===== config.mk =====
export PLATFORM = sky130hd
export DESIGN_NAME = can_tx_buffer_scheduler
export DESIGN_NICKNAME = d
export VERILOG_FILES = /design/src/inc/txbuf_pkg.sv /design/src/hdl/can_tx_buffer_scheduler.sv
export SDC_FILE = /design/constraint.sdc
export NUM_CORES = 1
export LEC_CHECK = 0
export ABC_CLOCK_PERIOD_IN_PS = 8250
export BUFFER_PORTS_ARGS = -buffer_cell sky130_fd_sc_hd__buf_2
export CAP_MARGIN = 10
export CORE_MARGIN = 3
export CORE_UTILIZATION = 65
export CTS_CLUSTER_DIAMETER = 150
export DETAILED_ROUTE_END_ITERATION = 8
export PLACE_DENSITY = 0.84
export SYNTH_ARGS = -nofsm -noshare
export SYNTH_HDL_FRONTEND = slang
export SYNTH_SLANG_ARGS = --single-unit

===== constraint.sdc =====
create_clock -name clk_in -period 8.25 [get_ports clk_in]
set_input_delay 0.825 -clock clk_in [delete_from_list [all_inputs] [get_ports clk_in]]
set_output_delay 0.825 -clock clk_in [all_outputs]
set_load 0.02 [all_outputs]

===== src/inc/txbuf_pkg.sv =====
// Package holding register map, field layout and timing constants of the transmit buffer scheduler.
package txbuf_pkg;
    // Word offsets (byte addresses) of the register window.
    localparam logic [5:0] OFS_ID0       = 6'h00; // Identifier bytes 0..3 occupy words 0x00..0x0C.
    localparam logic [5:0] OFS_PAYLOAD0  = 6'h10; // Payload bytes occupy words 0x10..0x2C.
    localparam logic [5:0] OFS_LENGTH    = 6'h30; // Sits above payload byte 7 so all eight bytes are reachable.
    localparam logic [5:0] OFS_PRIORITY  = 6'h34;
    localparam logic [5:0] OFS_STAMP_HI  = 6'h38;
    localparam logic [5:0] OFS_STAMP_LO  = 6'h3C;
    // Control and status words in the upper half of the window.
    localparam logic [7:0] OFS_TX_FLAG   = 8'h40; // Empty flags, write one to clear (schedule).
    localparam logic [7:0] OFS_ABORT_REQ = 8'h44;
    localparam logic [7:0] OFS_ABORT_ACK = 8'h48;
    localparam logic [7:0] OFS_SELECT    = 8'h4C;
    localparam logic [7:0] OFS_CONTROL   = 8'h50; // Bit 0 init mode, bit 1 stamp enable.
    localparam int         CTRL_INIT_BIT = 0;
    localparam int         CTRL_TIME_BIT = 1;
    localparam int         RTR_BIT       = 4;     // Remote request bit inside identifier byte 1.
    localparam int         ID_BYTES      = 4;
    localparam int         PAYLOAD_BYTES = 8;
    localparam int         DLC_MAX       = 8;
    localparam logic [2:0] EMPTY_RESET   = 3'h7;
    localparam logic [7:0] CONTROL_RESET = 8'h01;
    // Bus serialisation: one bit time per bit clock tick.
    localparam int         BIT_TIME_NS   = 1000;
    localparam int         CLK_PERIOD_NS = 10;
    localparam int         BIT_CYCLES    = BIT_TIME_NS / CLK_PERIOD_NS;
endpackage


===== src/hdl/can_tx_buffer_scheduler.sv =====
// Transmit buffer store, priority scheduler, abort handling and stamp timer.
//
// The register addresses and the Avalon-MM interface to the registers were decided locally.
`timescale 1ns/1ns

// Function
// - Each buffer holds eight payload bytes; only length-code bytes are sent.
// - Four-bit length code counts bytes zero to eight in plain binary.
// - Remote frames send the programmed length code but no payload bytes.
// - Every buffer with empty flag clear joins selection just before frame start.
// - The pending buffer with smallest local priority value wins.
// - Equal smallest priorities resolve to the lowest buffer index.
// - With stamping on, timer value is stored into buffer after frame end.
// - Stamp timer free-runs on the bit clock; wraparound is not flagged.
// - Stamp timer is held at zero during initialization mode.
// - Stamp bytes are read-only; writes do nothing.
// - Three independent transmit buffers allow back-to-back queueing.
// - Each buffer has message bytes, one priority byte and two stamp bytes.
// - Selecting a buffer maps it into one shared foreground window.
// - After successful send the empty flag sets and a transmit request rises.
// - Selection repeats at every arbitration attempt, including error retries.
// - Abort is requested per buffer; a frame already started is not cancelled.
// - Granted abort sets empty flag and raises transmit request; acknowledge is set unless that buffer starts in the same cycle.
// - Remote request bit zero sends data frame, one sends remote frame.
module can_tx_buffer_scheduler #(
    parameter int NUM_BUF = 3
) (
    // Clock and reset.
    input  wire logic        clk_in,
    input  wire logic        sys_rst_in,
    // Avalon-MM slave.
    input  wire logic [7:0]  avs_address_in,
    input  wire logic        avs_read_in,
    input  wire logic        avs_write_in,
    input  wire logic [31:0] avs_writedata_in,
    output logic [31:0]      avs_readdata_out,
    output logic             avs_waitrequest_out,
    // Link engine side.
    input  wire logic        bus_idle_in,
    input  wire logic        tx_done_in,
    input  wire logic        tx_error_in,
    output logic             frame_start_out,
    output logic [1:0]       tx_buf_out,
    output logic             tx_remote_out,
    output logic [3:0]       tx_length_out,
    output logic [3:0]       tx_bytes_out,
    output logic             tx_irq_out,
    output logic             init_mode_out
);
    import txbuf_pkg::*;

    typedef enum logic [2:0] {
        ST_IDLE = 3'b001,
        ST_SEND = 3'b010,
        ST_EOF  = 3'b100
    } tx_state_type;

    // Buffer storage: identifier, payload, length, priority, stamp per buffer.
    logic [7:0]  id_r       [NUM_BUF][ID_BYTES];
    logic [7:0]  id_nxt     [NUM_BUF][ID_BYTES];
    logic [7:0]  pay_r      [NUM_BUF][PAYLOAD_BYTES];
    logic [7:0]  pay_nxt    [NUM_BUF][PAYLOAD_BYTES];
    logic [7:0]  len_r      [NUM_BUF];
    logic [7:0]  len_nxt    [NUM_BUF];
    logic [7:0]  local_priority_field_r     [NUM_BUF];
    logic [7:0]  local_priority_field_nxt   [NUM_BUF];
    logic [15:0] stamp_r    [NUM_BUF];
    logic [15:0] stamp_nxt  [NUM_BUF];
    logic [2:0]  empty_r, empty_nxt;
    logic [2:0]  abreq_r, abreq_nxt;
    logic [2:0]  aback_r, aback_nxt;
    logic [2:0]  sel_r, sel_nxt;
    logic [7:0]  ctrl_r, ctrl_nxt;
    logic [15:0] timer_r, timer_nxt;
    logic [6:0]  tick_r, tick_nxt;
    tx_state_type state_r, state_nxt;
    logic [1:0]  active_r, active_nxt;
    logic [31:0] rdata_r, rdata_nxt;
    logic        wait_r, wait_nxt;
    logic        start_r, start_nxt;
    logic        irq_r, irq_nxt;
    logic        remote_r, remote_nxt;
    logic [3:0]  length_r, length_nxt;
    logic [3:0]  bytes_r, bytes_nxt;

    // Lowest selected index of a one-hot or multi-hot select value; 3 means none.
    function automatic logic [1:0] first_index(input logic [2:0] v);
        if (v[0]) begin
            return 2'd0;
        end else if (v[1]) begin
            return 2'd1;
        end else if (v[2]) begin
            return 2'd2;
        end
        return 2'd3;
    endfunction

    // Payload byte count from a length code: clamps codes above eight.
    function automatic logic [3:0] byte_count(input logic [3:0] frame_length_code, input logic remote);
        if (remote) begin
            return 4'h0;
        end else if (frame_length_code > 4'(DLC_MAX)) begin
            return 4'(DLC_MAX);
        end
        return frame_length_code;
    endfunction

    logic [1:0] fg_idx;
    logic [1:0] win_idx;
    logic [7:0] win_local_priority_field;
    logic       access_go;
    logic       fg_open;

    // Foreground window maps the lowest selected buffer.
    // Scheduler scans buffers in index order, keeping strict less-than, so ties keep the lower index.
    always_comb begin
        fg_idx    = first_index(sel_r);
        fg_open   = (fg_idx != 2'd3) && empty_r[fg_idx];
        access_go = wait_r && (avs_read_in || avs_write_in);
        win_idx   = 2'd3;
        win_local_priority_field  = 8'hFF;
        for (int b = 0; b < NUM_BUF; b++) begin
            if (!empty_r[b] && (win_idx == 2'd3 || local_priority_field_r[b] < win_local_priority_field)) begin
                win_idx  = 2'(b);
                win_local_priority_field = local_priority_field_r[b];
            end
        end
    end

    // Register window, flags and transmit sequencing share one next-state process,
    // since bus writes and link events both touch the empty and abort flags.
    always_comb begin
        logic [7:0] wb;
        logic [7:0] adr;
        wb         = avs_writedata_in[7:0];
        adr        = avs_address_in;
        id_nxt     = id_r;
        pay_nxt    = pay_r;
        len_nxt    = len_r;
        local_priority_field_nxt   = local_priority_field_r;
        stamp_nxt  = stamp_r;
        empty_nxt  = empty_r;
        abreq_nxt  = abreq_r;
        aback_nxt  = aback_r;
        sel_nxt    = sel_r;
        ctrl_nxt   = ctrl_r;
        state_nxt  = state_r;
        active_nxt = active_r;
        rdata_nxt  = 32'h0000_0000;
        wait_nxt   = 1'b1;
        start_nxt  = 1'b0;
        irq_nxt    = 1'b0;
        remote_nxt = remote_r;
        length_nxt = length_r;
        bytes_nxt  = bytes_r;
        // One wait cycle per access; the request is completed when waitrequest is low.
        if ((avs_read_in || avs_write_in) && wait_r) begin
            wait_nxt = 1'b0;
        end
        if (access_go && avs_read_in) begin
            if (adr < 8'h40) begin
                if (fg_open) begin
                    if (adr < 8'(OFS_PAYLOAD0)) begin
                        rdata_nxt = {24'h0, id_r[fg_idx][adr[3:2]]};
                    end else if (adr < 8'(OFS_LENGTH)) begin
                        rdata_nxt = {24'h0, pay_r[fg_idx][3'(adr[5:2] - 4'h4)]};
                    end else if (adr == 8'(OFS_LENGTH)) begin
                        rdata_nxt = {24'h0, len_r[fg_idx]};
                    end else if (adr == 8'(OFS_PRIORITY)) begin
                        rdata_nxt = {24'h0, local_priority_field_r[fg_idx]};
                    end else if (adr == 8'(OFS_STAMP_HI)) begin
                        rdata_nxt = {24'h0, stamp_r[fg_idx][15:8]};
                    end else if (adr == 8'(OFS_STAMP_LO)) begin
                        rdata_nxt = {24'h0, stamp_r[fg_idx][7:0]};
                    end
                end
            end else if (adr == OFS_TX_FLAG) begin
                rdata_nxt = {29'h0, empty_r};
            end else if (adr == OFS_ABORT_REQ) begin
                rdata_nxt = {29'h0, abreq_r};
            end else if (adr == OFS_ABORT_ACK) begin
                rdata_nxt = {29'h0, aback_r};
            end else if (adr == OFS_SELECT) begin
                rdata_nxt = {29'h0, sel_r};
            end else if (adr == OFS_CONTROL) begin
                rdata_nxt = {24'h0, ctrl_r};
            end
        end
        if (access_go && avs_write_in) begin
            if (adr < 8'h40) begin
                if (fg_open) begin
                    if (adr < 8'(OFS_PAYLOAD0)) begin
                        id_nxt[fg_idx][adr[3:2]] = wb;
                    end else if (adr < 8'(OFS_LENGTH)) begin
                        pay_nxt[fg_idx][3'(adr[5:2] - 4'h4)] = wb;
                    end else if (adr == 8'(OFS_LENGTH)) begin
                        len_nxt[fg_idx] = {4'h0, wb[3:0]};
                    end else if (adr == 8'(OFS_PRIORITY)) begin
                        local_priority_field_nxt[fg_idx] = wb;
                    end
                    // Stamp addresses fall through: no storage is written.
                end
            end else if (adr == OFS_TX_FLAG) begin
                empty_nxt = empty_r & ~wb[2:0];
            end else if (adr == OFS_ABORT_REQ) begin
                abreq_nxt = abreq_r | (wb[2:0] & ~empty_r);
            end else if (adr == OFS_SELECT) begin
                sel_nxt = wb[2:0] & empty_r; // Only empty buffers may be selected.
            end else if (adr == OFS_CONTROL) begin
                ctrl_nxt = {6'h0, wb[1:0]};
            end
        end
        // Transmit sequencer.
        case (state_r)
            ST_IDLE: begin
                for (int b = 0; b < NUM_BUF; b++) begin
                    // Pending abort on a buffer not in flight is granted here.
                    if (abreq_nxt[b] && !empty_nxt[b]) begin
                        aback_nxt[b] = 1'b1;
                        empty_nxt[b] = 1'b1;
                        abreq_nxt[b] = 1'b0;
                        irq_nxt      = 1'b1;
                    end
                end
                if (!ctrl_r[CTRL_INIT_BIT] && bus_idle_in && win_idx != 2'd3 && !abreq_nxt[win_idx]) begin
                    active_nxt           = win_idx;
                    aback_nxt[win_idx]   = 1'b0;
                    start_nxt            = 1'b1;
                    remote_nxt           = id_r[win_idx][1][RTR_BIT];
                    length_nxt           = len_r[win_idx][3:0];
                    bytes_nxt            = byte_count(len_r[win_idx][3:0], id_r[win_idx][1][RTR_BIT]);
                    state_nxt            = ST_SEND;
                end
            end
            ST_SEND: begin
                if (tx_error_in) begin
                    state_nxt = ST_IDLE; // Buffer stays pending and re-arbitrates.
                end else if (tx_done_in) begin
                    state_nxt = ST_EOF;
                end
            end
            ST_EOF: begin
                if (ctrl_r[CTRL_TIME_BIT]) begin
                    stamp_nxt[active_r] = timer_r;
                end
                empty_nxt[active_r] = 1'b1;
                abreq_nxt[active_r] = 1'b0;
                irq_nxt             = 1'b1;
                state_nxt           = ST_IDLE;
            end
            default: begin
                state_nxt = ST_IDLE;
            end
        endcase
    end

    // Stamp timer: bit-clock prescaler and free-running counter.
    always_comb begin
        tick_nxt  = (tick_r == 7'(BIT_CYCLES - 1)) ? 7'h00 : 7'(tick_r + 7'h01);
        timer_nxt = (tick_r == 7'(BIT_CYCLES - 1)) ? 16'(timer_r + 16'h0001) : timer_r;
        if (ctrl_r[CTRL_INIT_BIT]) begin
            tick_nxt  = 7'h00;
            timer_nxt = 16'h0000;
        end
    end

    // Registering of all state; message storage needs no reset, stamps clear so early reads are defined.
    always_ff @(posedge clk_in) begin
        id_r    <= id_nxt;
        pay_r   <= pay_nxt;
        len_r   <= len_nxt;
        local_priority_field_r  <= local_priority_field_nxt;
        if (sys_rst_in) begin
            stamp_r  <= '{default: 16'h0000};
            empty_r  <= EMPTY_RESET;
            abreq_r  <= 3'h0;
            aback_r  <= 3'h0;
            sel_r    <= 3'h0;
            ctrl_r   <= CONTROL_RESET;
            timer_r  <= 16'h0000;
            tick_r   <= 7'h00;
            state_r  <= ST_IDLE;
            active_r <= 2'd0;
            rdata_r  <= 32'h0000_0000;
            wait_r   <= 1'b1;
            start_r  <= 1'b0;
            irq_r    <= 1'b0;
            remote_r <= 1'b0;
            length_r <= 4'h0;
            bytes_r  <= 4'h0;
        end else begin
            stamp_r  <= stamp_nxt;
            empty_r  <= empty_nxt;
            abreq_r  <= abreq_nxt;
            aback_r  <= aback_nxt;
            sel_r    <= sel_nxt;
            ctrl_r   <= ctrl_nxt;
            timer_r  <= timer_nxt;
            tick_r   <= tick_nxt;
            state_r  <= state_nxt;
            active_r <= active_nxt;
            rdata_r  <= rdata_nxt;
            wait_r   <= wait_nxt;
            start_r  <= start_nxt;
            irq_r    <= irq_nxt;
            remote_r <= remote_nxt;
            length_r <= length_nxt;
            bytes_r  <= bytes_nxt;
        end
    end

    // Outputs straight from flip-flops.
    assign avs_readdata_out    = rdata_r;
    assign avs_waitrequest_out = wait_r;
    assign frame_start_out     = start_r;
    assign tx_buf_out          = active_r;
    assign tx_remote_out       = remote_r;
    assign tx_length_out       = length_r;
    assign tx_bytes_out        = bytes_r;
    assign tx_irq_out          = irq_r;
    assign init_mode_out       = ctrl_r[CTRL_INIT_BIT];
endmodule


# Word level (Yosys, flattened, before mapping)
# Cells that the tools add are included.
[totals]
reg_bits = 470
input_bits = 47
[classes]
n_addsub = 3
magnitude_cmp = 20
n_eq_ne = 19
mux = 119
n_bitwise = 25
n_reduce_logical = 41
[op_table]
columns = ["cell", "n"]
rows = [
  ["192-bit bitwise mux", 1],
  ["64-bit two-way mux", 3],
  ["8-bit two-way mux", 20],
  ["32-bit binary-select mux with 2-bit select", 2],
  ["64-bit binary-select mux with 2-bit select", 1],
  ["64-bit demux with 2-bit select", 1],
  ["32-bit two-way mux", 4],
  ["96-bit bitwise mux", 1],
  ["8-bit binary-select mux with 2-bit select", 4],
  ["32-bit demux with 2-bit select", 1],
  ["24-bit bitwise mux", 2],
  ["48-bit bitwise mux", 1],
  ["16-bit two-way mux", 3],
  ["3-bit two-way mux", 15],
  ["21-bit two-way mux", 2],
  ["8-bit by 7-bit equality test with 1-bit output (second input constant)", 5],
  ["16-bit binary-select mux with 2-bit select", 1],
  ["16-bit demux with 2-bit select", 1],
  ["8-bit demux with 2-bit select", 2],
  ["8-bit by 6-bit equality test with 1-bit output (second input constant)", 4],
  ["1-bit two-way mux", 31],
  ["8-bit binary-select mux with 3-bit select", 1],
  ["8-bit demux with 3-bit select", 1],
  ["4-bit two-way mux", 5],
  ["other kinds (42)", 115],
]

# Longest topological paths before layout
# Gate-level depths: netlist of the first run.
[depth]
word_depth = 19
mapped_depth = 20

# Worst setup path before layout of the first run
# No wires, ideal clock.
[synth_timing]
path_kind = "reg-to-reg"
start = "register empty_r[0]"
end = "register bytes_r[0] (netlist: tx_bytes_out[0])"
setup_ps = 87
arrival_time_ps = 4581
required_time_ps = 8163
path_slack_ps = 3582
path_stages_with_launch = 21
synth_period_minus_slack_ps = 4668
path_cell_list = "dfxtp_1 -> buf_2 -> buf_1 -> nor2_1 -> ha_1 -> o21a_1 -> o31a_1 -> o31a_1 -> o21ai_0 -> buf_2 -> buf_1 -> nor2_1 -> a21oi_1 -> ha_1 -> a21o_1 -> a21oi_1 -> nor2_1 -> a211oi_1 -> o21ai_0 -> o211a_2 -> o31ai_1"
[synth_via]
elab_chain_len = 19
[synth_lines]
columns = ["item", "line", "source"]
rows = [
  ["start: declaration", "can_tx_buffer_scheduler.sv:69", "logic [2:0] empty_r, empty_nxt;"],
  ["start signal: assignment", "can_tx_buffer_scheduler.sv:293", "empty_r <= empty_nxt;"],
  ["8-bit two-way mux or 2-bit two-way mux (tied branches)", "can_tx_buffer_scheduler.sv:123", "if (!empty_r[b] && (win_idx == 2'd3 || local_priority_field_r[b] < win_local_priority_field)) begin"],
  ["8-bit < comparator or 2-bit equality test (tied branches)", "can_tx_buffer_scheduler.sv:123", ""],
  ["1-bit logical OR", "can_tx_buffer_scheduler.sv:123", ""],
  ["1-bit logical AND", "can_tx_buffer_scheduler.sv:123", ""],
  ["8-bit two-way mux or 2-bit two-way mux (tied branches)", "can_tx_buffer_scheduler.sv:123", ""],
  ["8-bit < comparator or 2-bit equality test (tied branches)", "can_tx_buffer_scheduler.sv:123", ""],
  ["1-bit logical OR", "can_tx_buffer_scheduler.sv:123", ""],
  ["1-bit logical AND", "can_tx_buffer_scheduler.sv:123", ""],
  ["(+2 left out)", "n/a", ""],
  ["8-bit binary-select mux with 2-bit select", "can_tx_buffer_scheduler.sv:231", "bytes_nxt = byte_count(len_r[win_idx][3:0], id_r[win_idx][1][RTR_BIT]);"],
  ["4-bit two-way mux (not written as such) (2 in a row)", "can_tx_buffer_scheduler.sv:231", ""],
  ["4-bit greater-than comparator", "can_tx_buffer_scheduler.sv:102", "end else if (frame_length_code > 4'(DLC_MAX)) begin"],
  ["1-bit two-way mux", "can_tx_buffer_scheduler.sv:102", ""],
  ["1-bit two-way mux", "can_tx_buffer_scheduler.sv:100", "if (remote) begin"],
  ["1-bit two-way mux", "can_tx_buffer_scheduler.sv:225", "if (!ctrl_r[CTRL_INIT_BIT] && bus_idle_in && win_idx != 2'd3 && !abreq_nxt[win_idx]) begin"],
  ["1-bit two-way mux", "can_tx_buffer_scheduler.sv:214", "case (state_r)"],
  ["4-bit two-way mux", "can_tx_buffer_scheduler.sv:105", "return frame_length_code;"],
  ["end signal: assignment", "can_tx_buffer_scheduler.sv:308", "bytes_r <= bytes_nxt;"],
  ["end: declaration", "can_tx_buffer_scheduler.sv:84", "logic [3:0] bytes_r, bytes_nxt;"],
]
# Several ways; a longest one is shown, not always the timed one. The select of a mux whose other input is x is not followed.
# A chain may end at the register's enable or synchronous reset.

# Worst setup path in the final report of the first run
[layout_timing]
start = "register empty_r[0]"
end = "register bytes_r[2] (netlist: tx_bytes_out[2])"
# The elaborated chain is that of the path after synthesis.

==> reports/metrics.yaml, run 1 <==
max_freq_mhz: 183
routedWlPerCell_um: 25.0
placed_cells_incl_taps: 1813
synth-main-ff-cell: "edfxtp_1"
setup_slack_ps: 2800
skew_ps: 18.6
synth_edf_count: 324
rows: 60
ys_types: 74
wl_met2_um: 22400
p_per_area_nw_per_um2: 221
postSynthAreaPerCell_sq_um: 12.4
layout_common_cells: "edfxtp_1 (324), nand2_1 (177), nor2_1 (118)"
drc: 0
p_seq_frac: 0.529
ant_nets: 0
areaGrowthSynthToFinish_pct: 10.1
synthTopCellsByArea: "edfxtp_1 (53%), dfxtp_1 (12%), nand2_1 (3.6%)"
startpoint_type: "flip-flop"
path_clk_slew_ps: 60
cts.sinks: 434
clkLatencyLatePin_ps: 550
slew_viol_final: 0
p_switching_w: 0.000941
swShare: 0.212
cpPeakStageDelay_ps: 900
cts_setup_buffers: 0
synthXorXnorAreaFrac: 0.00865
antenna_cells: 0
cts_hold_buffers: 0
yosysWarnings: 0
cts-root-buf: "clkbuf_16"
rsz0062_at_grt: "no"
die_area_sq_um: 30100
vias: 13000
end_kind: "flip-flop"
grt_pass1_wl_um: 72300
synth-adder-area-share: 0.0110
drt-total-wl_um: 47400
power_frac_clock: 0.438
p_int_w: 0.00349
crit_required_ps: 8700
tritoncts: "done"
synth_area_sq_um: 18200
clk_path_buf_depth: 3
crit_type: "flip-flop to flip-flop"
synth_top_family_by_area: "compound AO/OA/AOI/OAI gates"
crit_path_frequent_cell: "nor2_1"
pwr-share-comb: 0.034
fin_nets: 1550
num_io_pins: 94
fillers: 1730
core-area_sq_um: 27300
cp_slowest_cell: "a211oi_1"
wl_met1_um: 17300
die_x_um: 173
hold_viol: 0
p_leak_nw: 6.41
setup_viol: 0
cp_max_fo: 21
path_cells: "nor2_1 -> ha_1 -> o21a_1 -> o31a_1 -> o31a_1 -> o21ai_1 -> nor2_1 -> a21oi_1 -> ha_1 -> a21o_1 -> a21oi_1 -> nor2_1 -> a211oi_1 -> o21ai_0 -> o211a_2 -> o31ai_1"
ys_async_sr_fraction: 0
finalPower_w: 0.00443
status: "finished clean"
relSlewSlack: 0.138
port-buffer-count: 45
hp-class: "flip-flop to flip-flop"
wl_met3_um: 5500
synth-seq-cells: 434
cts_resized: 0
worst_pin_slew_ps: 1290
die_h_um: 173
grt_pass1_vias: 12600
fin_tns_setup_ps: 0
synth_area_leader_cell: "edfxtp_1"
synthMuxAreaShare: 0.0328
drive_above_1_share: 0.123
cts_buffers: 44
initial_utilization: 0.669
min_period_ps: 5450
drv_cap: 0
drtIter0Drc: 1813
avgViaCountPerCell: 6.86
dr.pass1.iters: 5
whs_ps: 456
grt_use_total: 0.309
top_layer: "met5"
dp_slack_ps: 2970
ir_drop_mv: 0.231
antenna_found_initial: 2
stdcell_count: 1895
min_period_over_period: 0.661
gp_congestion: 0.944
dp_hpwl_um: 28400
gr-total-overflow: 0
htreeDepth: 2
netlist_instances: 1468
yosys.area_share.simple: 0.103
seq_area_frac_synth: 0.654
synth-compound-area-share: 0.155
worstPathArrival_ps: 5900
yosys.area.top_type_share: 0.534
grt_max_degree: 82
final_common_cell: "edfxtp_1"
[synthesized netlist by cell type, drive strengths merged, types with 4 or more instances]
| cell type | number |
|---|---|
| o31ai | 4 |
| a31oi | 15 |
| a22oi | 30 |
| or3 | 5 |
| a221o | 42 |
| nor3 | 21 |
| o21ai | 65 |
| buf | 54 |
| ha | 16 |
| nand2b | 6 |
| xor2 | 9 |
| clkbuf | 68 |
| mux2 | 14 |
| nand2 | 177 |
| and3 | 4 |
| nor2b | 15 |
| inv | 17 |
| a41oi | 10 |
| a211oi | 8 |
| o311a | 4 |
| edfxtp | 324 |
| a22o | 7 |
| o211ai | 12 |
| mux4 | 16 |
| a21oi | 103 |
| mux2i | 8 |
| a221oi | 9 |
| nor4 | 5 |
| nand4 | 9 |
| xnor2 | 9 |
| o22ai | 19 |
| nand3 | 20 |
| o221ai | 47 |
| nor2 | 122 |
| or4 | 8 |
| or2 | 9 |
| o21a | 4 |
| dfxtp | 110 |
[critical path: cells and delay by family, from the launching register on]
family / cells / cell delay, ps
flip-flops: 1 / 830
adder cells (fa/ha/maj): 2 / 590
AND/OR/NAND/NOR: 3 / 340
AO/OA/AOI/OAI: 11 / 3610
[metrics by stage]
stage / area, sq um / util
finish: 20100 / 0.736
global route: 20100 / 0.736
CTS: 20100 / 0.736
detailed placement: 18700 / 0.685
global placement: 18700 / 0.685
floorplan: 18300 / -
[cell type report]
class | instances | area [sq um] | share of cell area
multi-input combinational | 918 | 5770 | 0.287
clock buffer | 48 | 1120 | 0.0556
clock inverter | 34 | 292 | 0.0145
inverter | 17 | 63.8 | 0.00318
tap | 372 | 465 | 0.0232
timing repair buffer | 72 | 428 | 0.0213
sequential | 434 | 11900 | 0.595
[layer usage]
| layer | vias to the layer above | track usage |
|---|---|---|
| met4 | 4 | 0.138 |
| met1 | 6279 | 0.407 |
| li1 | 5649 | - |
| met5 | - | 0 |
| met3 | 177 | 0.0670 |
| met2 | 897 | 0.498 |
[path summary, 6_finish.rpt]
check,startpoint,to,slack (ps),cells past startpoint
setup / recovery,empty_r[0]$_SDFF_PP1_,tx_bytes_out[2]$_SDFFE_PP0P_,2800,16
hold / removal,stamp_r[42]$_SDFFE_PP0P_,stamp_r[42]$_SDFFE_PP0P_,460,2
setup reg to reg,empty_r[0]$_SDFF_PP1_,tx_bytes_out[2]$_SDFFE_PP0P_,2800,16
hold reg to reg,stamp_r[42]$_SDFFE_PP0P_,stamp_r[42]$_SDFFE_PP0P_,460,2
[registers in the layout, indices dropped and copies added, names as in the netlist, 2 cells and up]
| signal | cells |
|---|---|
| stamp_r | 48 |
| id_r | 96 |
| timer_r | 16 |
| abreq_r | 3 |
| pay_r | 192 |
| tick_r | 7 |
| aback_r | 3 |
| ctrl_r | 2 |
| avs_readdata_out | 8 |
| local_priority_field_r | 24 |
| state_r | 3 |
| empty_r | 3 |
| len_r | 12 |
| tx_buf_out | 2 |
| tx_length_out | 4 |
| tx_bytes_out | 4 |
| sel_r | 3 |
[logic make-up (layout without fill, tap and decap cells)]
logic type               count (synthesis)  after routing
adder cells (fa/ha/maj)                 16             16
other                                    1             24
flip-flops                             434            434
XOR/XNOR                                18             18
AND/OR/NAND/NOR                        419            419
AO/OA/AOI/OAI                          403            403
multiplexers                            38             38
buffers and inverters                  139            171
[power groups by stage]
stage	clock network, W	registers (W)	logic (W)
after floorplan	0	0.00239	0.0000850
after global placement	0	0.00239	0.000138
after detailed placement	0	0.00239	0.000143
after CTS	0.00194	0.00234	0.000144
after global routing	0.00203	0.00234	0.000156
final	0.00194	0.00234	0.000149
(Power assumes the default switching activity.)
==> run 2: changes to the inputs <==
Settings changed: ABC_CLOCK_PERIOD_IN_PS 8250 to 4700, CORE_UTILIZATION 65 to 55, PLACE_DENSITY 0.84 to 0.76.
Clock period 8.25 ns to 4.7 ns, I/O delays scaled along.
==> run 2 against run 1 <==
Combinational power up 77%. First-iteration DRC count down 6.3%. Largest cell class unchanged. Critical endpoint is now tx_bytes_out[0]$_SDFFE_PP0P_. Fmax up 24%. Worst setup slack worse by 2500 ps. Register-to-register slack worse by 2500 ps. Non-clock buffer count up 18. Critical path type unchanged. Global-route usage down 4.6 points.
==> reports/metrics.yaml, run 2 (synthesis gave the netlist of run 1 again) <==
holdPathStages: 2
grt_use_total: 0.262
clk_path_buf_depth: 3
port-buffer-count: 45
cp_max_fo: 9
vias: 12900
placed_cells_incl_taps: 1901
hold_viol: 0
layout_common_cells: "edfxtp_1 (324), nand2_1 (177), nor2_1 (119)"
dp_hpwl_um: 30400
status: "finished clean"
multi_input_area_sq_um: 5770
r2r_cells: 16
min_period_ps: 4400
fin_tns_setup_ps: 0
drc: 0
core-area_sq_um: 32600
largest_reg_flops: 192
final_common_cell: "edfxtp_1"
routedWlPerCell_um: 23.9
grt_pass1_vias: 12500
slew_viol_final: 0
startpoint_type: "flip-flop"
cts_buffers: 43
clkLatencyLatePin_ps: 560
fin_util: 0.621
p_leak_nw: 6.49
num_io_pins: 94
reg_top3: "pay_r x192, id_r x96, stamp_r x48"
gr-total-overflow: 0
relSlewSlack: 0.194
rsz0062_at_grt: "no"
tritoncts: "done"
antenna_cells: 0
max_freq_mhz: 227
cts.sinks: 434
gp_congestion: 0.923
drv_cap: 0
grt_max_degree: 79
cts_hold_buffers: 0
areaGrowthSynthToFinish_pct: 11.0
rows: 66
stdcell_count: 1980
cts-root-buf: "clkbuf_16"
regMostFlops: "pay_r"
ant_nets: 0
drive_above_1_share: 0.137
dr.pass1.iters: 6
worst_pin_slew_ps: 1210
setup_viol: 0
fillers: 2463
drt-total-wl_um: 47400
die_h_um: 188
grt_pass1_wl_um: 72200
crit_required_ps: 5150
ir_drop_mv: 0.331
hp-class: "input pin to flip-flop"
path_clk_slew_ps: 60
fin_nets: 1567
htreeDepth: 2
skew_ps: 24.1
avgViaCountPerCell: 6.52
die_area_sq_um: 35400
worstPathArrival_ps: 4850
initial_utilization: 0.559
crit_type: "flip-flop to flip-flop"
die_x_um: 188
antenna_found_initial: 0
end_kind: "flip-flop"
min_period_over_period: 0.936
dpl_cell_area_sq_um: 18900
finalPower_w: 0.00765
design_area_sq_um: 20200
regArea_sq_um: 11900
drtIter0Drc: 1698
p_per_area_nw_per_um2: 378
run 2: changes by cell type in the layout (fill, tap and decap cells not counted), sizes merged:
cell / change
clkinvlp: +1
clkinv: -9
buf: +18
bufinv: -4
clkbuf: +11
inv: -2
run 2: timing repair:
| item | CTS | global route |
|---|---|---|
| endpoints found under the setup margin | 0 | 7 |
| gates resized for setup | 0 | 1 |
| setup buffers | 0 | 0 |
run 2: per-layer routing:
layer,track usage,routed length (um)
met4,0.106,1960
met3,0.0426,4850
met2,0.420,22000
met1,0.362,18600
met5,0,0
run 2: stage by stage:
step / hold WS [ps] / setup slack [ps]
after floorplan: 430 / 31.7
after global placement: 441 / 457
after detailed placement: 447 / 310
after CTS: 105 / 268
after global routing: 123 / 12.1
final: 111 / 302
run 2: worst paths after layout:
path                       startpoint                        endpoint  slack, ps
max reg2reg     empty_r[0]$_SDFF_PP1_    tx_bytes_out[0]$_SDFFE_PP0P_        300
min reg2reg  stamp_r[47]$_SDFFE_PP0P_        stamp_r[47]$_SDFFE_PP0P_        450
max             empty_r[0]$_SDFF_PP1_    tx_bytes_out[0]$_SDFFE_PP0P_        300
min                       avs_read_in  avs_waitrequest_out$_SDFF_PP1_        110
run 2: critical path, cell delays in order (launching register included):
cell and delay (ps):
dfxtp_1 530, nor2_1 120, ha_1 290, o21a_1 190, o31a_1 110, o31a_1 350, o21ai_2 320, nor2_1 70
a21oi_1 130, ha_1 250, a2111oi_0 540, o21ai_0 200, a21oi_1 190, o311a_4 280, o21ai_0 180, o211a_2 320
o31ai_1 240
run 2: power by group:
| part | internal [W] | leakage (nW) | switching (W) | total (W) |
|---|---|---|---|---|
| clock | 0.00183 | 0.674 | 0.00144 | 0.00327 |
| sequential | 0.00411 | 3.80 | 0.00000104 | 0.00411 |
| combinational | 0.0000678 | 2.02 | 0.000196 | 0.000264 |
| total | 0.00601 | 6.49 | 0.00164 | 0.00765 |
run 2: cell type report:
class                           count  area share
Sequential cell                   434       0.590
Clock inverter                     20     0.00711
Tap cell                          442      0.0273
Inverter                           17     0.00315
Timing Repair Buffer               90      0.0278
Clock buffer                       59      0.0601
Multi-Input combinational cell    918       0.285
==> run 3: changes to the inputs <==
Settings changed: ABC_AREA set to 1.
==> run 3 against run 2 <==
Non-clock buffer count shrank 14. Flip-flop and latch count is the same. Worst setup slack gained 620 ps. Core utilization grew 0.74 points. Wire length shrank 3.5%. Combinational power shrank 18%. First-iteration DRC count grew 3.4%. Clock power grew 3%. Cell count grew 7.9%. Global-route usage shrank 0.47 points. Die area shrank 0.97%. Sequential power is essentially flat.
==> reports/metrics.yaml, run 3 <==
die_x_um: 187
pwr-share-comb: 0.028
min_period_ps: 3780
setup_viol: 0
power_frac_clock: 0.438
design_area_sq_um: 20100
p_switching_w: 0.00158
yosys.area.top_type_share: 0.539
cts-root-buf: "clkbuf_16"
p_seq_frac: 0.534
layout_common_cells: "edfxtp_1 (324), nand2_1 (242), nor2_1 (164)"
htreeDepth: 2
rows: 65
crit_type: "flip-flop to flip-flop"
swShare: 0.205
ant_nets: 0
final_common_cell: "edfxtp_1"
areaGrowthSynthToFinish_pct: 11.2
setup.worst_path.start: "empty_r[0]$_SDFF_PP1_"
cpPeakStageDelay_ps: 700
drt-total-wl_um: 45800
fillers: 2422
startpoint_type: "flip-flop"
worstHoldStart: "tx_done_in"
p_leak_nw: 6.82
dp_slack_ps: 1040
ys_types: 47
cts_resized: 0
netlist_instances: 1632
ys_async_sr_fraction: 0
clk_path_buf_depth: 3
skew_ps: 22.8
drv_cap: 0
seq_area_frac_synth: 0.661
vias: 13200
antenna_cells: 0
synth_edf_count: 324
end_kind: "flip-flop"
grt_use_total: 0.257
initial_utilization: 0.565
ir_drop_mv: 0.351
reg2reg_from: "empty_r[0]$_SDFF_PP1_"
dp_hpwl_um: 28500
antenna_found_initial: 0
worstPathArrival_ps: 4240
synthTopCellsByArea: "edfxtp_1 (54%), dfxtp_1 (12%), nand2_1 (5.0%)"
die_area_sq_um: 35000
cp_slowest_cell: "dfxtp_1"
reg_top3: "pay_r x192, id_r x96, stamp_r x48"
cts.sinks: 434
slew_viol_final: 0
gr-total-overflow: 0
regArea_sq_um: 11900
drc: 0
drtIter0Drc: 1755
hp-class: "input pin to flip-flop"
min_period_over_period: 0.803
crit_path_frequent_cell: "nand2_1"
rsz0062_at_grt: "no"
grt_max_degree: 76
synth_area_sq_um: 18000
synth-seq-cells: 434
worst_pin_slew_ps: 1110
avgViaCountPerCell: 6.17
cp_max_fo: 16
num_io_pins: 94
finalPower_w: 0.00770
largest_reg_flops: 192
fin_nets: 1734
synthTopCellsByCount: "edfxtp_1 (324), nand2_1 (242), nor2_1 (169)"
die_h_um: 187
hold_viol: 0
max_freq_mhz: 265
path_clk_slew_ps: 60
multi_input_area_sq_um: 5320
setup_slack_ps: 925
cts_hold_buffers: 0
port-buffer-count: 45
synth_area_leader_cell: "edfxtp_1"
yosysMostFrequentCell: "edfxtp_1"
drive_above_1_share: 0.116
placed_cells_incl_taps: 2059
dpl_cell_area_sq_um: 18700
grt_pass1_vias: 12800
yosysWarnings: 0
r2r_slack_ps: 920
crit_required_ps: 5160
routedWlPerCell_um: 21.4
dr.pass1.iters: 7
grt_pass1_wl_um: 71500
cts_setup_buffers: 0
postSynthAreaPerCell_sq_um: 11.1
cpLargestDelayFamily: "simple AND/OR/NAND/NOR gates"
cp_num_buf_inv: 0
p_per_area_nw_per_um2: 384
core-area_sq_um: 32000
tritoncts: "done"
relSlewSlack: 0.257
regMostFlops: "pay_r"
synth-main-ff-cell: "edfxtp_1"
stdcell_count: 2137
status: "finished clean"
p_int_w: 0.00612
gp_congestion: 0.923
clkLatencyLatePin_ps: 540
fin_tns_setup_ps: 0
cts_buffers: 44
run 3: worst reg2reg max path, cell delays in order, from the launching register on:
cell,delay [ps]
dfxtp_1,700
nor2_1,170
ha_1,320
nand2_1,70
nand2_1,70
nand2_1,70
nand2_1,60
nand2_1,50
nand2_1,60
nand2_2,80
nand2_4,120
nand2_1,80
o21ai_0,80
ha_1,300
a21oi_1,130
nor2_1,50
a211oi_1,230
nand2_2,130
nand2_4,120
nand2_4,110
nand2_4,100
nor2_1,50
nor2_2,130
nand3_1,80
nand2_1,110
nand3_1,90
a21oi_1,160
run 3: cell type report:
type	count	area share
flip-flops and latches	434	0.595
multi-input cells	1008	0.265
clock buffers	57	0.0600
well taps	435	0.0271
repair buffers	76	0.0238
inverters	107	0.0201
clock inverters	20	0.00929
run 3: through the flow:
step                utilization  hold slack (ps)
global placement          0.584              430
floorplan                     -              418
detailed placement        0.584              454
finish                    0.628              186
CTS                       0.628              184
global route              0.628              201
run 3: logic make-up (layout without fill, tap and decap cells):
kind of cell    after synthesis  after routing  share of synthesized area
compound gates              436            436                      0.154
xor+xnor                      1              1                   0.000485
fa+ha+maj                    16             16                     0.0111
buf+inv                     213            260                     0.0498
flops                       434            434                      0.661
other cells                   1             24                   0.000208
simple gates                531            531                      0.124
run 3: routing by layer:
layer  wire [um]  track usage  up-vias
met5           0            0        -
met3        4780       0.0461      109
met2       21200        0.404      757
met4        1500       0.0951        0
li1            -            -     5986
met1       18300        0.363     6327
run 3: final timing paths:
check,endpoint,cells after the start
setup / recovery,tx_bytes_out[2]$_SDFFE_PP0P_,26
hold / removal,state_r[2]$_SDFFE_PP0P_,3
setup reg to reg,tx_bytes_out[2]$_SDFFE_PP0P_,26
hold reg to reg,tick_r[0]$_SDFF_PP0_,1
run 3: power groups by stage:
stage / clock [W] / combinational, W / sequential [W]
2_1_floorplan: 0 / 0.000117 / 0.00419
3_3_place_gp: 0 / 0.000203 / 0.00419
3_5_place_dp: 0 / 0.000210 / 0.00419
4_1_cts: 0.00340 / 0.000211 / 0.00411
5_1_grt: 0.00356 / 0.000231 / 0.00411
6_report: 0.00337 / 0.000217 / 0.00411
